--- src/pvc_pkg.sv ---
// register map constants for the vendor control register bank
package pvc_pkg;
  localparam logic [4:0]  ADDR_DIGITAL_MISC   = 5'h10;
  localparam logic [4:0]  ADDR_AFE_CONTROL    = 5'h11;
  localparam logic [4:0]  ADDR_SYMERR_COUNT   = 5'h15;
  localparam logic [4:0]  ADDR_STRAP_OVERRIDE = 5'h16;
  localparam logic [15:0] RESET_DIGITAL_MISC  = 16'h0000;
  localparam logic [15:0] RESET_AFE_CONTROL   = 16'h0000;
  localparam logic [15:0] RESET_SYMERR_COUNT  = 16'h0000;
  localparam logic [15:0] RESET_STRAP_LOW     = 16'h0001;
  localparam int          BIT_PLL_OFF         = 4;
  localparam int          BIT_SLOW_OSC        = 5;
  localparam int          BIT_WAKE_EN         = 15;
  localparam int          BIT_RO_RESERVED     = 10;
  localparam int          BIT_BCAST_DISABLE   = 9;
  localparam logic [15:0] STRAP_WRITE_MASK    = 16'hfbff;
endpackage

--- src/pvc_if.sv ---
// counter control signals between the register bank and its counter
`timescale 1ns/1ps
`default_nettype none
interface pvc_count_if;
  logic        incr;
  logic        clear;
  logic [15:0] value;
  modport bank (output incr, output clear, input value);
  modport counter (input incr, input clear, output value);
endinterface
`default_nettype wire

--- src/pvc_symerr_counter.sv ---
// self-clearing saturating error frame counter
`timescale 1ns/1ps
`default_nettype none
module pvc_symerr_counter
(
  input  wire logic     clock,
  input  wire logic     rst_n,
  pvc_count_if.counter  cnt
);
  always_ff @(posedge clock)
  begin
    if (!rst_n)
      cnt.value <= pvc_pkg::RESET_SYMERR_COUNT;
    else if (cnt.clear)
      // an event in the clearing cycle starts the new count
      cnt.value <= {15'h0000, cnt.incr};
    else if (cnt.incr && cnt.value != 16'hffff)
      cnt.value <= cnt.value + 16'h0001;
  end
endmodule
`default_nettype wire

--- src/pvc_vendor_regs.sv ---
// vendor control register bank of the ethernet phy
// Operation
// - pll shutdown bit lets pll stop during energy-detect power-down; reset clear
// - slow-oscillator bit disconnects crystal input, selects internal oscillator
// - slow-oscillator bit also forces analog software power-down
// - sixteen-bit received symbol-error frame counter, reset zero
// - counter read-only; a read returns count then restarts it
// - wake enable gates event output; reset from strap; EVENT_PIN_SELECT[1] selects pin
// - broadcast override stops address zero acting as broadcast
`timescale 1ns/1ps
`default_nettype none
module pvc_vendor_regs
(
  input  wire logic        CLOCK,
  input  wire logic        RST_N,
  input  wire logic [4:0]  REG_ADDR,
  input  wire logic        REG_WR,
  input  wire logic        REG_RD,
  input  wire logic [15:0] REG_WDATA,
  output logic      [15:0] REG_RDATA,
  input  wire logic        WAKE_EVENT_STRAP,
  input  wire logic        ENERGY_DETECT_POWER_DOWN,
  input  wire logic        RECEIVE_SYMBOL_ERROR_FRAME,
  input  wire logic        POWER_MGMT_EVENT_IN,
  input  wire logic [1:0]  EVENT_PIN_SELECT,
  input  wire logic        BROADCAST_ADDR_DISABLE_STRAP,
  output logic             PLL_STOP,
  output logic             SLOW_OSC_SELECT,
  output logic             CRYSTAL_INPUT_DISCONNECT,
  output logic             ANALOG_FRONTEND_POWER_DOWN,
  output logic             POWER_MGMT_EVENT_PIN21,
  output logic             POWER_MGMT_EVENT_PIN30,
  output logic             BROADCAST_ADDR_DISABLE
);
  logic [15:0] digital_misc_control;
  logic [15:0] analog_frontend_control;
  logic [15:0] strap_override_control;
  logic        strap_meta;
  logic        strap_sync;
  logic        bcast_meta;
  logic        bcast_sync;
  logic        energy_detect_power_down_meta;
  logic        energy_detect_power_down_sync;
  logic        rxerr_meta;
  logic        rxerr_sync;
  logic        rxerr_prev;
  logic [1:0]  strap_settle;
  logic        wake_gated;
  pvc_count_if cnt ();

  // strap, energy-detect and error-frame pins pass two flip-flops before any logic looks at them
  always_ff @(posedge CLOCK)
  begin
    if (!RST_N)
    begin
      strap_meta <= 1'b0;
      strap_sync <= 1'b0;
      bcast_meta <= 1'b0;
      bcast_sync <= 1'b0;
      energy_detect_power_down_meta  <= 1'b0;
      energy_detect_power_down_sync  <= 1'b0;
      rxerr_meta <= 1'b0;
      rxerr_sync <= 1'b0;
    end
    else
    begin
      strap_meta <= WAKE_EVENT_STRAP;
      strap_sync <= strap_meta;
      bcast_meta <= BROADCAST_ADDR_DISABLE_STRAP;
      bcast_sync <= bcast_meta;
      energy_detect_power_down_meta  <= ENERGY_DETECT_POWER_DOWN;
      energy_detect_power_down_sync  <= energy_detect_power_down_meta;
      rxerr_meta <= RECEIVE_SYMBOL_ERROR_FRAME;
      rxerr_sync <= rxerr_meta;
    end
  end

  always_ff @(posedge CLOCK)
  begin
    if (!RST_N)
      rxerr_prev <= 1'b0;
    else
      rxerr_prev <= rxerr_sync;
  end

  // reserved bits are stored but drive nothing
  always_ff @(posedge CLOCK)
  begin
    if (!RST_N)
      digital_misc_control <= pvc_pkg::RESET_DIGITAL_MISC;
    else if (REG_WR && REG_ADDR == pvc_pkg::ADDR_DIGITAL_MISC)
      digital_misc_control <= REG_WDATA;
  end

  always_ff @(posedge CLOCK)
  begin
    if (!RST_N)
      analog_frontend_control <= pvc_pkg::RESET_AFE_CONTROL;
    else if (REG_WR && REG_ADDR == pvc_pkg::ADDR_AFE_CONTROL)
      analog_frontend_control <= REG_WDATA;
  end

  // wake enable follows the second sync stage until the pipe has filled,
  // so the stale reset value of the synchroniser is never latched
  always_ff @(posedge CLOCK)
  begin
    if (!RST_N)
    begin
      strap_override_control <= pvc_pkg::RESET_STRAP_LOW;
      strap_settle           <= 2'h0;
    end
    else if (strap_settle != 2'h3)
    begin
      strap_settle <= strap_settle + 2'h1;
      strap_override_control[pvc_pkg::BIT_WAKE_EN] <= strap_sync;
    end
    else if (REG_WR && REG_ADDR == pvc_pkg::ADDR_STRAP_OVERRIDE)
      strap_override_control <= REG_WDATA & pvc_pkg::STRAP_WRITE_MASK;
  end

  // counter events and read clear
  assign cnt.incr  = rxerr_sync && !rxerr_prev;
  assign cnt.clear = REG_RD && REG_ADDR == pvc_pkg::ADDR_SYMERR_COUNT;

  pvc_symerr_counter u_counter
  (
    .clock (CLOCK),
    .rst_n (RST_N),
    .cnt   (cnt)
  );

  always_ff @(posedge CLOCK)
  begin
    if (!RST_N)
      REG_RDATA <= 16'h0000;
    else if (REG_RD)
    begin
      unique case (REG_ADDR)
        pvc_pkg::ADDR_DIGITAL_MISC:   REG_RDATA <= digital_misc_control;
        pvc_pkg::ADDR_AFE_CONTROL:    REG_RDATA <= analog_frontend_control;
        pvc_pkg::ADDR_SYMERR_COUNT:   REG_RDATA <= cnt.value;
        pvc_pkg::ADDR_STRAP_OVERRIDE: REG_RDATA <= strap_override_control;
        default:                      REG_RDATA <= 16'h0000;
      endcase
    end
  end

  assign wake_gated = strap_override_control[pvc_pkg::BIT_WAKE_EN]
                      && POWER_MGMT_EVENT_IN;

  always_ff @(posedge CLOCK)
  begin
    if (!RST_N)
    begin
      PLL_STOP                   <= 1'b0;
      SLOW_OSC_SELECT            <= 1'b0;
      CRYSTAL_INPUT_DISCONNECT   <= 1'b0;
      ANALOG_FRONTEND_POWER_DOWN <= 1'b0;
      POWER_MGMT_EVENT_PIN21     <= 1'b0;
      POWER_MGMT_EVENT_PIN30     <= 1'b0;
      BROADCAST_ADDR_DISABLE     <= 1'b0;
    end
    else
    begin
      PLL_STOP <= digital_misc_control[pvc_pkg::BIT_PLL_OFF]
                  && energy_detect_power_down_sync;
      SLOW_OSC_SELECT <= analog_frontend_control[pvc_pkg::BIT_SLOW_OSC];
      CRYSTAL_INPUT_DISCONNECT <=
        analog_frontend_control[pvc_pkg::BIT_SLOW_OSC];
      ANALOG_FRONTEND_POWER_DOWN <=
        analog_frontend_control[pvc_pkg::BIT_SLOW_OSC];
      POWER_MGMT_EVENT_PIN21 <= wake_gated && !EVENT_PIN_SELECT[1];
      POWER_MGMT_EVENT_PIN30 <= wake_gated && EVENT_PIN_SELECT[1];
      BROADCAST_ADDR_DISABLE <=
        strap_override_control[pvc_pkg::BIT_BCAST_DISABLE]
        || bcast_sync;
    end
  end
endmodule
`default_nettype wire

--- config.mk ---
export PLATFORM = sky130hd
export DESIGN_NAME = pvc_vendor_regs
export DESIGN_NICKNAME = d
export VERILOG_FILES = /design/src/pvc_pkg.sv /design/src/pvc_if.sv /design/src/pvc_symerr_counter.sv /design/src/pvc_vendor_regs.sv
export SDC_FILE = /design/constraint.sdc
export NUM_CORES = 1
export LEC_CHECK = 0
export ABC_AREA = 1
export BUFFER_PORTS_ARGS = -buffer_cell sky130_fd_sc_hd__buf_2
export CAP_MARGIN = 20
export CORE_ASPECT_RATIO = 0.9
export CORE_UTILIZATION = 33
export DETAILED_ROUTE_END_ITERATION = 8
export PLACE_DENSITY = 0.6
export SYNTH_ARGS = -nofsm -noshare
export SYNTH_HDL_FRONTEND = slang
export SYNTH_SLANG_ARGS = --single-unit
--- constraint.sdc ---
create_clock -name CLOCK -period 2.1 [get_ports CLOCK]
set_clock_uncertainty 0.1 [all_clocks]
set_input_delay 0.42 -clock CLOCK [delete_from_list [all_inputs] [get_ports CLOCK]]
set_output_delay 0.42 -clock CLOCK [all_outputs]
set_load 0.02 [all_outputs]
==> impl_results.md, run 1 <==
* Status: completed
* Int Power at between 2 and 3 mW
* Area contributors post-synth: dfxtp_1, nand2_1, a21oi_1
* Synthesized cell area at 4230 um^2
* Yosys top cell area share at between 40% and 50%
* CTS buffer count at 9
* Max cap viols at 0
* Most frequent cells after synthesis: nand2_1, dfxtp_1, a21oi_1
* # diodes at 0
* Net count, final at roughly 700
* Cell Rows at 38
* Pleak at ~2.1 nW
* Die W at between 100 and 150 um
* Clock Power Share at between 40% and 50%
* Tcrit/Tclk final at 87.3%
* Worst-Margin Slew at roughly 550 ps
* DRT Pass-1 Iters at 4
* Initial antenna violation count at 0
* Area occupied by multi-input gates at 2020 um^2
* Critical path fanouts, max at 16
* Unique masters post-synth at 25
* Sw Ratio at between 20% and 30%
* Post-route minimum period at around 1800 ps
* Die Y at about 110 um
* Max IR drop VDD at ~0.00047 V
* Clock latency on the worst-skew pair at 340 ps
* Vias at 3,988
* DR iter-0 viols at 300
* Slowest cell on crit path: dfxtp_1
* Synth Flop Type: dfxtp_1
* DP HPWL at a little under 8000 um
* Vias per cell at between 4 and 5
* Storage element area at ~1900 um^2
* Clock-pin slew on the worst setup and hold paths at roughly 70 ps
* WP data required at roughly 2200 ps
* Port bufs at between 50 and 60
* Routed Wire Length at about 11,000 um
* CP cell instances: ha_1, nand3_1, nand3b_1, nand2_1, nand2_2, a21oi_1, nor2_1
* Combinational share of power at under 10%
* Power per Cell Area at 753 nW/um^2
* Layout cells sized above 1 at 15.5%
* Final Setup Violations at 0
* Total grt overflow at 0
* Num Clock Sinks at between 90 and 100
* Top-count cell post-synth: nand2_1
* Sequential share of power at about half
* # DRC at 0
* Type of the worst min-delay path: input pin to flip-flop
* EDFF count, synth at 0
* Top-Level Pins at 55
* Slew Limit Headroom at around 63%
* Post-Synthesis Cells at about 600
* Initial Util at between 30 and 40%
* Number of fill cells at 1,318
* Core area at approximately 12,000 um^2
* Clock Path Buffers at 2
* Synth Warn # at 0
* Setup crit end kind: flip-flop
* RSZ-0062 raised after global routing: false
* Avg Synthesized Cell Area at 7.00 um^2
* Layout area overhead at 17.1%
* Pin count of the biggest net entering global routing at 45
* Final Hold Vio Count at 0
* First-pass GRT wire length at ~18,000 um
* Routability Congestion at 0.851
* Die area at 13,300 um^2
* Post-CTS setup buffer count at 0
* Syn Nets at around 640
* Post-DRT Antenna Nets at 0
* Fin. max-slew vios at 0
* CP peak stage delay at 400 ps
* Critical Path AT at slightly below 2000 ps
* Hold_buf cts at 0
* FMAX at 545 MHz
* Vias in the first global route at 3,661
* Power Total at 3.73 mW
* Gr usage total at ~18%
* Post-cts sizing count at 0
* Crit path kind: flip-flop to flip-flop
* CP Launch Type: flip-flop
* Seq cells post-synth at between 90 and 100
* Setup TNS at 0 ps
* H-tree depth at 3
* Sequential fraction of the synthesis area at ~45%
* Ys async rst share at 0%
* Clk root buf: clkbuf_16
* CTS tree: built
* DR WL/cell at roughly 14 um
* P_sw at about 870 uW
* Area leader, netlist: dfxtp_1
==> stage by stage <==
stage / hold slack (ps) / utilization (%) / instance area (um^2) / setup WS (ps) / instances
CTS: 130 / 40.4 / 4950 / 261 / 816
detailed placement: 301 / 37.9 / 4650 / 231 / 800
floorplan: 290 / - / 4230 / 519 / 604
global placement: 294 / 37.9 / 4650 / 264 / 800
finish: 141 / 40.4 / 4950 / 267 / 816
global route: 144 / 40.4 / 4950 / 56.8 / 816
==> power by group through the flow <==
stage	Sequential (mW)	Clock, mW	Combinational [mW]
2_1_floorplan	1.88	0	0.131
3_3_place_gp	1.88	0	0.219
3_5_place_dp	1.88	0	0.226
4_1_cts	1.84	1.70	0.227
5_1_grt	1.84	1.77	0.254
6_report	1.84	1.66	0.226
==> cells in the final DEF (no fill, tap or decap), types with 4 or more instances in the layout <==
cell / count
a21oi_1: 59
buf_2: 53
buf_4: 17
clkbuf_16: 9
dfxtp_1: 95
inv_1: 30
inv_2: 5
nand2_1: 199
nand3_1: 32
nand4_1: 34
nor2_1: 57
nor2_2: 4
o21ai_0: 24
o21ai_1: 10
xor2_1: 4
==> path summary, 6_finish.rpt <==
kind | startpoint | to | slack, ps | depth (start not counted)
setup reg to reg | u_counter.cnt.value[0] | u_counter.cnt.value[15] | 270 | 7
setup / recovery | u_counter.cnt.value[0] | u_counter.cnt.value[15] | 270 | 7
hold / removal | EVENT_PIN_SELECT[1] | POWER_MGMT_EVENT_PIN21 | 140 | 2
hold reg to reg | strap_meta | strap_sync | 310 | 2
==> per-layer routing <==
metal	GRT usage, %	part of all wire, %
met5	0	0
met4	5.56	1.4
met3	4.25	5.1
met2	29.4	45
met1	24.0	49
==> critical path: cells and delay by family (launching register included) <==
kind	cells	cell delay, ps
and+or+nand+nor	5	840
DFF	1	400
adders and majority gates	1	210
AOI/OAI and AO/OA	1	190
==> sequential cells by signal, summed over array words and instances (netlist names), 2 cells and up <==
name,cells
REG_RDATA,16
analog_frontend_control,16
digital_misc_control,16
u_counter.cnt.value,16
strap_override_control,15
strap_settle,2
==> cell families after synthesis <==
kind of cell             count (synthesis)  share of synthesized area (%)
AO/OA/AOI/OAI                           94                           11.2
AND/OR/NAND/NOR                        337                           34.7
buffers and inverters                   69                           7.11
XOR/XNOR                                 7                           1.45
flip-flops                              95                           45.0
adder cells (fa/ha/maj)                  2                          0.592
==> cell type report <==
type | count | share of cell area, %
Clock buffer | 11 | 4.90
Clock inverter | 5 | 1.16
Inverter | 35 | 2.65
Multi-Input combinational cell | 440 | 40.9
Sequential cell | 95 | 38.4
Tap cell | 160 | 4.04
Timing Repair Buffer | 70 | 7.94
No activity file was read; power rests on OpenSTA's default activity.
==> run 2: changes to the inputs <==
--- a/config.mk
+++ b/config.mk
@@ -6,7 +6,7 @@
 export NUM_CORES = 1
 export LEC_CHECK = 0
 export ABC_AREA = 1
-export BUFFER_PORTS_ARGS = -buffer_cell sky130_fd_sc_hd__buf_2
+export BUFFER_PORTS_ARGS = -buffer_cell sky130_fd_sc_hd__buf_4
 export CAP_MARGIN = 20
 export CORE_ASPECT_RATIO = 0.9
 export CORE_UTILIZATION = 33
==> run 2 against run 1 <==
  * Combinational power is 8% higher
  * Non-clock buffer count rose by 2
  * Via count rose by 0.73%
  * First-iteration DRC count shrank 15%
  * Power increased by 5.2%
  * Core utilization grew 1.7 points
  * Worst hold slack got worse by 0.69 ps
  * Final cell count is 0.25% higher
  * Register-to-register slack is essentially flat
  * Largest cell class unchanged
==> impl_results.md, run 2 (synthesis gave the netlist of run 1 again) <==
* Top-Level Pins at 55 (unchanged)
* Setup TNS at 0 ps (unchanged)
* CP peak stage delay at 400 ps (about the same)
* Critical Path AT at 1980 ps (about the same)
* CTS buffer count at 9 (unchanged)
* Clock-pin slew on the worst setup and hold paths at 60 ps (about the same)
* First-pass GRT wire length at 18,300 um (-0.90%)
* Layout area overhead at 21.9%
* Reg2reg path depth at 7 (unchanged)
* Cell Rows at 38 (unchanged)
* Post-DRT Antenna Nets at 0 (unchanged)
* FF-to-FF setup slack at 260 ps (about the same)
* RSZ-0062 raised after global routing: false
* Power per Cell Area at 761 nW/um^2 (+1.1%)
* Type of the worst min-delay path: input pin to flip-flop
* Max IR drop VDD at 0.000662 V (+41%)
* Vias at 4,017 (+0.73%)
* WHS Endpoint: POWER_MGMT_EVENT_PIN21
* Most frequent cells in the layout: nand2_1, dfxtp_1, buf_4, a21oi_1, nor2_1
* Pre-CTS setup slack at 288 ps (+56.3 ps)
* Critical path fanouts, max at 16 (unchanged)
* Setup crit end kind: flip-flop
* H-tree depth at 3 (unchanged)
* Die W at 121 um (unchanged)
* DR iter-0 viols at 254 (-15%)
* Post-CTS setup buffer count at 0 (unchanged)
* Storage element area at 1900 um^2 (unchanged)
* Slowest cell on crit path: dfxtp_1
* Final Setup Violations at 0 (unchanged)
* FMAX at 544 MHz (-0.36%)
* Core area at 12,300 um^2 (unchanged)
* Hold Path Depth at 2 (unchanged)
* Fin. max-slew vios at 0 (unchanged)
* Status: completed
* Layout cells sized above 1 at 16.0% (+0.41 points)
* Crit path kind: flip-flop to flip-flop
* Max cap viols at 0 (unchanged)
* Clock Path Buffers at 2 (unchanged)
* DR WL/cell at 13.5 um (-1.9%)
* Pleak at 2.17 nW (+2.4%)
* Routed Wire Length at 11,000 um (-1.6%)
* Die Y at 109 um (unchanged)
* Hold_buf cts at 0 (unchanged)
* Power Total at 3.92 mW (+5.2%)
* Slew Limit Headroom at 61.0% (-2.3 points)
* # DRC at 0 (unchanged)
* Initial Util at 34.4% (unchanged)
* Fin cells at 818 (+0.25%)
* Cells after DPL at 802 (+0.25%)
* Commonest non-fill, non-tap cell in the layout: nand2_1
* Worst-Margin Slew at 584 ps (+35.5 ps)
* Pin count of the biggest net entering global routing at 47 (+4.4%)
* Total grt overflow at 0 (unchanged)
* Post-route minimum period at 1840 ps (+6.62 ps)
* Hold_sp: EVENT_PIN_SELECT[1]
* Final Hold Vio Count at 0 (unchanged)
* Routability Congestion at 0.830 (-2.4%)
* Clk root buf: clkbuf_16
* DRT Pass-1 Iters at 7 (+3)
* Number of fill cells at 1,277 (-3.1%)
* Area occupied by multi-input gates at 2020 um^2 (unchanged)
* Port bufs at 53 (unchanged)
* Gr usage total at 18.0% (-0.17 points)
* Num Clock Sinks at 95 (unchanged)
* FF-to-FF End: u_counter.cnt.value[13]
* DP HPWL at 7920 um (about the same)
* Clock latency on the worst-skew pair at 340 ps (about the same)
* RR Startpoint: u_counter.cnt.value[0]
* Tcrit/Tclk final at 87.6% (+0.32 points)
* Post-cts sizing count at 0 (unchanged)
* Net count, final at 687 (+0.29%)
* # diodes at 0 (unchanged)
* Initial antenna violation count at 0 (unchanged)
* WP data required at 2240 ps (about the same)
* CP Launch Type: flip-flop
* CTS tree: built
* Post-route setup slack at 260 ps (-6.62 ps)
* Die area at 13,300 um^2 (unchanged)
* Worst hold slack at 140 ps (-0.692 ps)
* Vias in the first global route at 3,831 (+4.6%)
* CP cell instances: ha_1, nand3_1, nand3b_1, nand2_1, nand2_2, a21oi_1, nor2_1
* Vias per cell at 4.91 (+0.48%)
[run 2: cell types whose count changed in the layout (fill, tap and decap cells not counted), sizes merged]
cell	delta
clkinv	-3
bufinv	+1
clkinvlp	+1
clkbuf	+1
buf	+2
[run 2: critical path: cells and delay by family (launching register included)]
kind	cells	cell delay (ps)
compound gates	1	190
fa+ha+maj	1	210
simple gates	5	840
flops	1	400
[run 2: metal layers]
layer | track usage [%] | up-vias | share of wire (%) | wire, um
met3 | 3.89 | 17 | 6.0 | 664
li1 | - | 2062 | - | -
met2 | 29.8 | 127 | 45 | 4940
met5 | 0 | - | 0 | 0
met1 | 22.5 | 1811 | 47 | 5180
met4 | 8.29 | 0 | 2.3 | 257
[run 2: worst max path at each step]
stage | start | to | slack (ps) | cells after the start
after floorplan | u_counter.cnt.value[0] | u_counter.cnt.value[1] | 520 | 8
after global placement | u_counter.cnt.value[0] | u_counter.cnt.value[15] | 280 | 7
after detailed placement | u_counter.cnt.value[0] | u_counter.cnt.value[13] | 290 | 7
after CTS | u_counter.cnt.value[0] | u_counter.cnt.value[6] | 270 | 7
after global routing | u_counter.cnt.value[0] | u_counter.cnt.value[13] | 70 | 8
final | u_counter.cnt.value[0] | u_counter.cnt.value[13] | 260 | 7
[run 2: area by class of cell]
type	count	area share, %
timing repair buffer	72	10.7
tap	160	3.89
clock inverter	4	1.48
sequential	95	36.9
inverter	35	2.55
clock buffer	12	5.17
multi-input combinational	440	39.3
[run 2: through the flow]
step,instance area [um^2],utilization [%]
detailed placement,4810,39.2
CTS,5150,42.0
global route,5150,42.0
floorplan,4230,-
finish,5150,42.0
global placement,4810,39.2
[run 2: report_power, final]
part | switching [mW] | internal, mW
Combinational | 0.159 | 0.0847
Sequential | 0.0143 | 1.83
Clock | 0.692 | 1.14
==> run 3: changes to the inputs <==
--- a/config.mk
+++ b/config.mk
@@ -10,7 +10,9 @@
 export CAP_MARGIN = 20
 export CORE_ASPECT_RATIO = 0.9
 export CORE_UTILIZATION = 33
+export CTS_CLUSTER_SIZE = 16
 export DETAILED_ROUTE_END_ITERATION = 8
+export MAX_ROUTING_LAYER = met4
 export PLACE_DENSITY = 0.6
 export SYNTH_ARGS = -nofsm -noshare
 export SYNTH_HDL_FRONTEND = slang
==> constraint.sdc (replaced) <==
create_clock -name CLOCK -period 1.7 [get_ports CLOCK]
set_clock_uncertainty 0.1 [all_clocks]
set_input_delay 0.34 -clock CLOCK [delete_from_list [all_inputs] [get_ports CLOCK]]
set_output_delay 0.34 -clock CLOCK [all_outputs]
set_load 0.02 [all_outputs]
==> run 3 against run 2 <==
  * Critical path depth is 3 higher
  * Highest routed layer unchanged
  * Largest cell class unchanged
  * Maximum frequency increased by 16%
  * Core utilization grew 1.3 points
==> impl_results.md, run 3 (synthesis gave the netlist of run 1 again) <==
* Vias per cell at 4.89 (-0.50%)
* Clock-pin slew on the worst setup and hold paths at 70 ps (about the same)
* First-pass GRT wire length at 18,800 um (+2.6%)
* Setup crit end kind: flip-flop
* Die Y at 109 um (unchanged)
* DRT Pass-1 Iters at 5 (-2)
* CP Launch Type: flip-flop
* Slowest cell on crit path: dfxtp_2
* Die W at 121 um (unchanged)
* Status: completed
* Layout cells sized above 1 at 19.2% (+3.3 points)
* Post-route setup slack at 108 ps (-152 ps)
* Port bufs at 53 (unchanged)
* Power per Cell Area at 884 nW/um^2 (+16%)
* # DRC at 0 (unchanged)
* Post-route minimum period at 1590 ps (-248 ps)
* DR iter-0 viols at 304 (+20%)
* Gr usage total at 18.9% (+0.93 points)
* Net count, final at 705 (+2.6%)
* RSZ-0062 raised after global routing: true
* Pleak at 2.26 nW (+3.9%)
* Most frequent cells in the layout: nand2_1, dfxtp_1, buf_4, a21oi_1, nor2_1
* Fin. max-slew vios at 0 (unchanged)
* Most numerous cell on the critical path: nand3_1
* Routed Wire Length at 11,300 um (+2.6%)
* CTS buffer count at 9 (unchanged)
* Worst-Margin Slew at 316 ps (-268 ps)
* # diodes at 0 (unchanged)
* Vias in the first global route at 3,830 (-0.026%)
* CTS tree: built
* CP peak stage delay at 340 ps (-60 ps)
* Pre-CTS setup slack at 42.0 ps (-246 ps)
* Max IR drop VDD at 0.000523 V (-21%)
* Critical Path AT at 1740 ps (-240 ps)
* Final Hold Vio Count at 0 (unchanged)
* Commonest non-fill, non-tap cell in the layout: nand2_1
* Design area at 5320 um^2 (+3.2%)
* Crit path kind: flip-flop to flip-flop
* H-tree depth at 3 (unchanged)
* Initial antenna violation count at 0 (unchanged)
* Total grt overflow at 0 (unchanged)
* Routability Congestion at 0.841 (+1.3%)
* Hold_buf cts at 0 (unchanged)
* Layout area overhead at 25.8%
* Top-Level Pins at 55 (unchanged)
* Num Clock Sinks at 95 (unchanged)
* Initial Util at 34.4% (unchanged)
* Cell Rows at 38 (unchanged)
* WP data required at 1840 ps (-400 ps)
* DP HPWL at 8300 um (+4.8%)
* Type of the worst min-delay path: input pin to flip-flop
* Clock Path Buffers at 2 (unchanged)
* Final Setup Violations at 0 (unchanged)
* Die area at 13,300 um^2 (unchanged)
* Core area at 12,300 um^2 (unchanged)
* Tcrit/Tclk final at 93.6% (+6.0 points)
* Max cap viols at 0 (unchanged)
* Vias at 4,085 (+1.7%)
* Critical path fanouts, max at 3 (-13)
* Pin count of the biggest net entering global routing at 45 (-4.3%)
* Clk root buf: clkbuf_16
* Post-DRT Antenna Nets at 0 (unchanged)
* Slew Limit Headroom at 78.7% (+18 points)
* DR WL/cell at 13.6 um (+0.41%)
* Clock latency on the worst-skew pair at 340 ps (about the same)
* CP cell instances: ha_2, nand3_1, buf_4, nor2_2, nand2_2, buf_4, nand3_1, nand3_1, nand2_1, inv_1
* FMAX at 628 MHz (+16%)
* DP Area at 4960 um^2 (+3.2%)
run 3: cell count changes in the layout (fill, tap and decap cells not counted), sizes merged:
cell | before | now
bufinv | 2 | 1
buf | 72 | 90
clkinvlp | 1 | 2
run 3: worst paths after layout:
| path | depth (start not counted) | from | endpoint | slack (ps) |
|---|---|---|---|---|
| hold reg to reg | 2 | energy_detect_power_down_meta | energy_detect_power_down_sync | 320 |
| hold / removal | 2 | EVENT_PIN_SELECT[1] | POWER_MGMT_EVENT_PIN21 | 50 |
| setup / recovery | 10 | u_counter.cnt.value[1] | u_counter.cnt.value[0] | 110 |
| setup reg to reg | 10 | u_counter.cnt.value[1] | u_counter.cnt.value[0] | 110 |
run 3: cell type report:
class | count | area [um^2]
Clock buffer | 12 | 256
Clock inverter | 4 | 53.8
Fill cell | 1281 | 6950
Inverter | 35 | 131
Multi-Input combinational cell | 440 | 2060
Sequential cell | 95 | 1910
Tap cell | 160 | 200
Timing Repair Buffer | 90 | 713
run 3: critical path, delay by kind of cell (launching register included):
family	cells	cell delay [ps]
adders and majority gates	1	190
buffers and inverters	3	330
DFF	1	340
and+or+nand+nor	6	530
run 3: through the flow:
step / total power [mW] / cells / setup TNS (ps) / util [%] / hold slack (ps)
6_report: 4.70 / 836 / 0 / 43.3 / 52.1
5_1_grt: 4.87 / 836 / -20.7 / 43.3 / 55.7
4_1_cts: 4.75 / 835 / 0 / 43.0 / 43.6
3_5_place_dp: 2.65 / 819 / 0 / 40.5 / 299
3_3_place_gp: 2.64 / 819 / 0 / 40.5 / 293
2_1_floorplan: 2.49 / 604 / 0 / - / 290
run 3: repair_timing:
item,CTS,global route
setup endpoints to repair,0,15
buffers inserted,0,1
gates resized for setup,0,11
run 3: routing by layer:
metal  vias up  part of all wire, %  track usage, %
met5         -                    0               -
met2        92                   47            30.3
li1       2098                    -               -
met1      1885                   47            23.9
met4         0                  1.4            6.35
met3        10                  4.9            3.89
run 3: power by group:
part / internal (mW) / switching [mW] / leakage, nW
clock network: 1.22 / 0.869 / 0.145
logic: 0.127 / 0.206 / 1.34
registers: 2.26 / 0.0164 / 0.770
total: 3.61 / 1.09 / 2.26
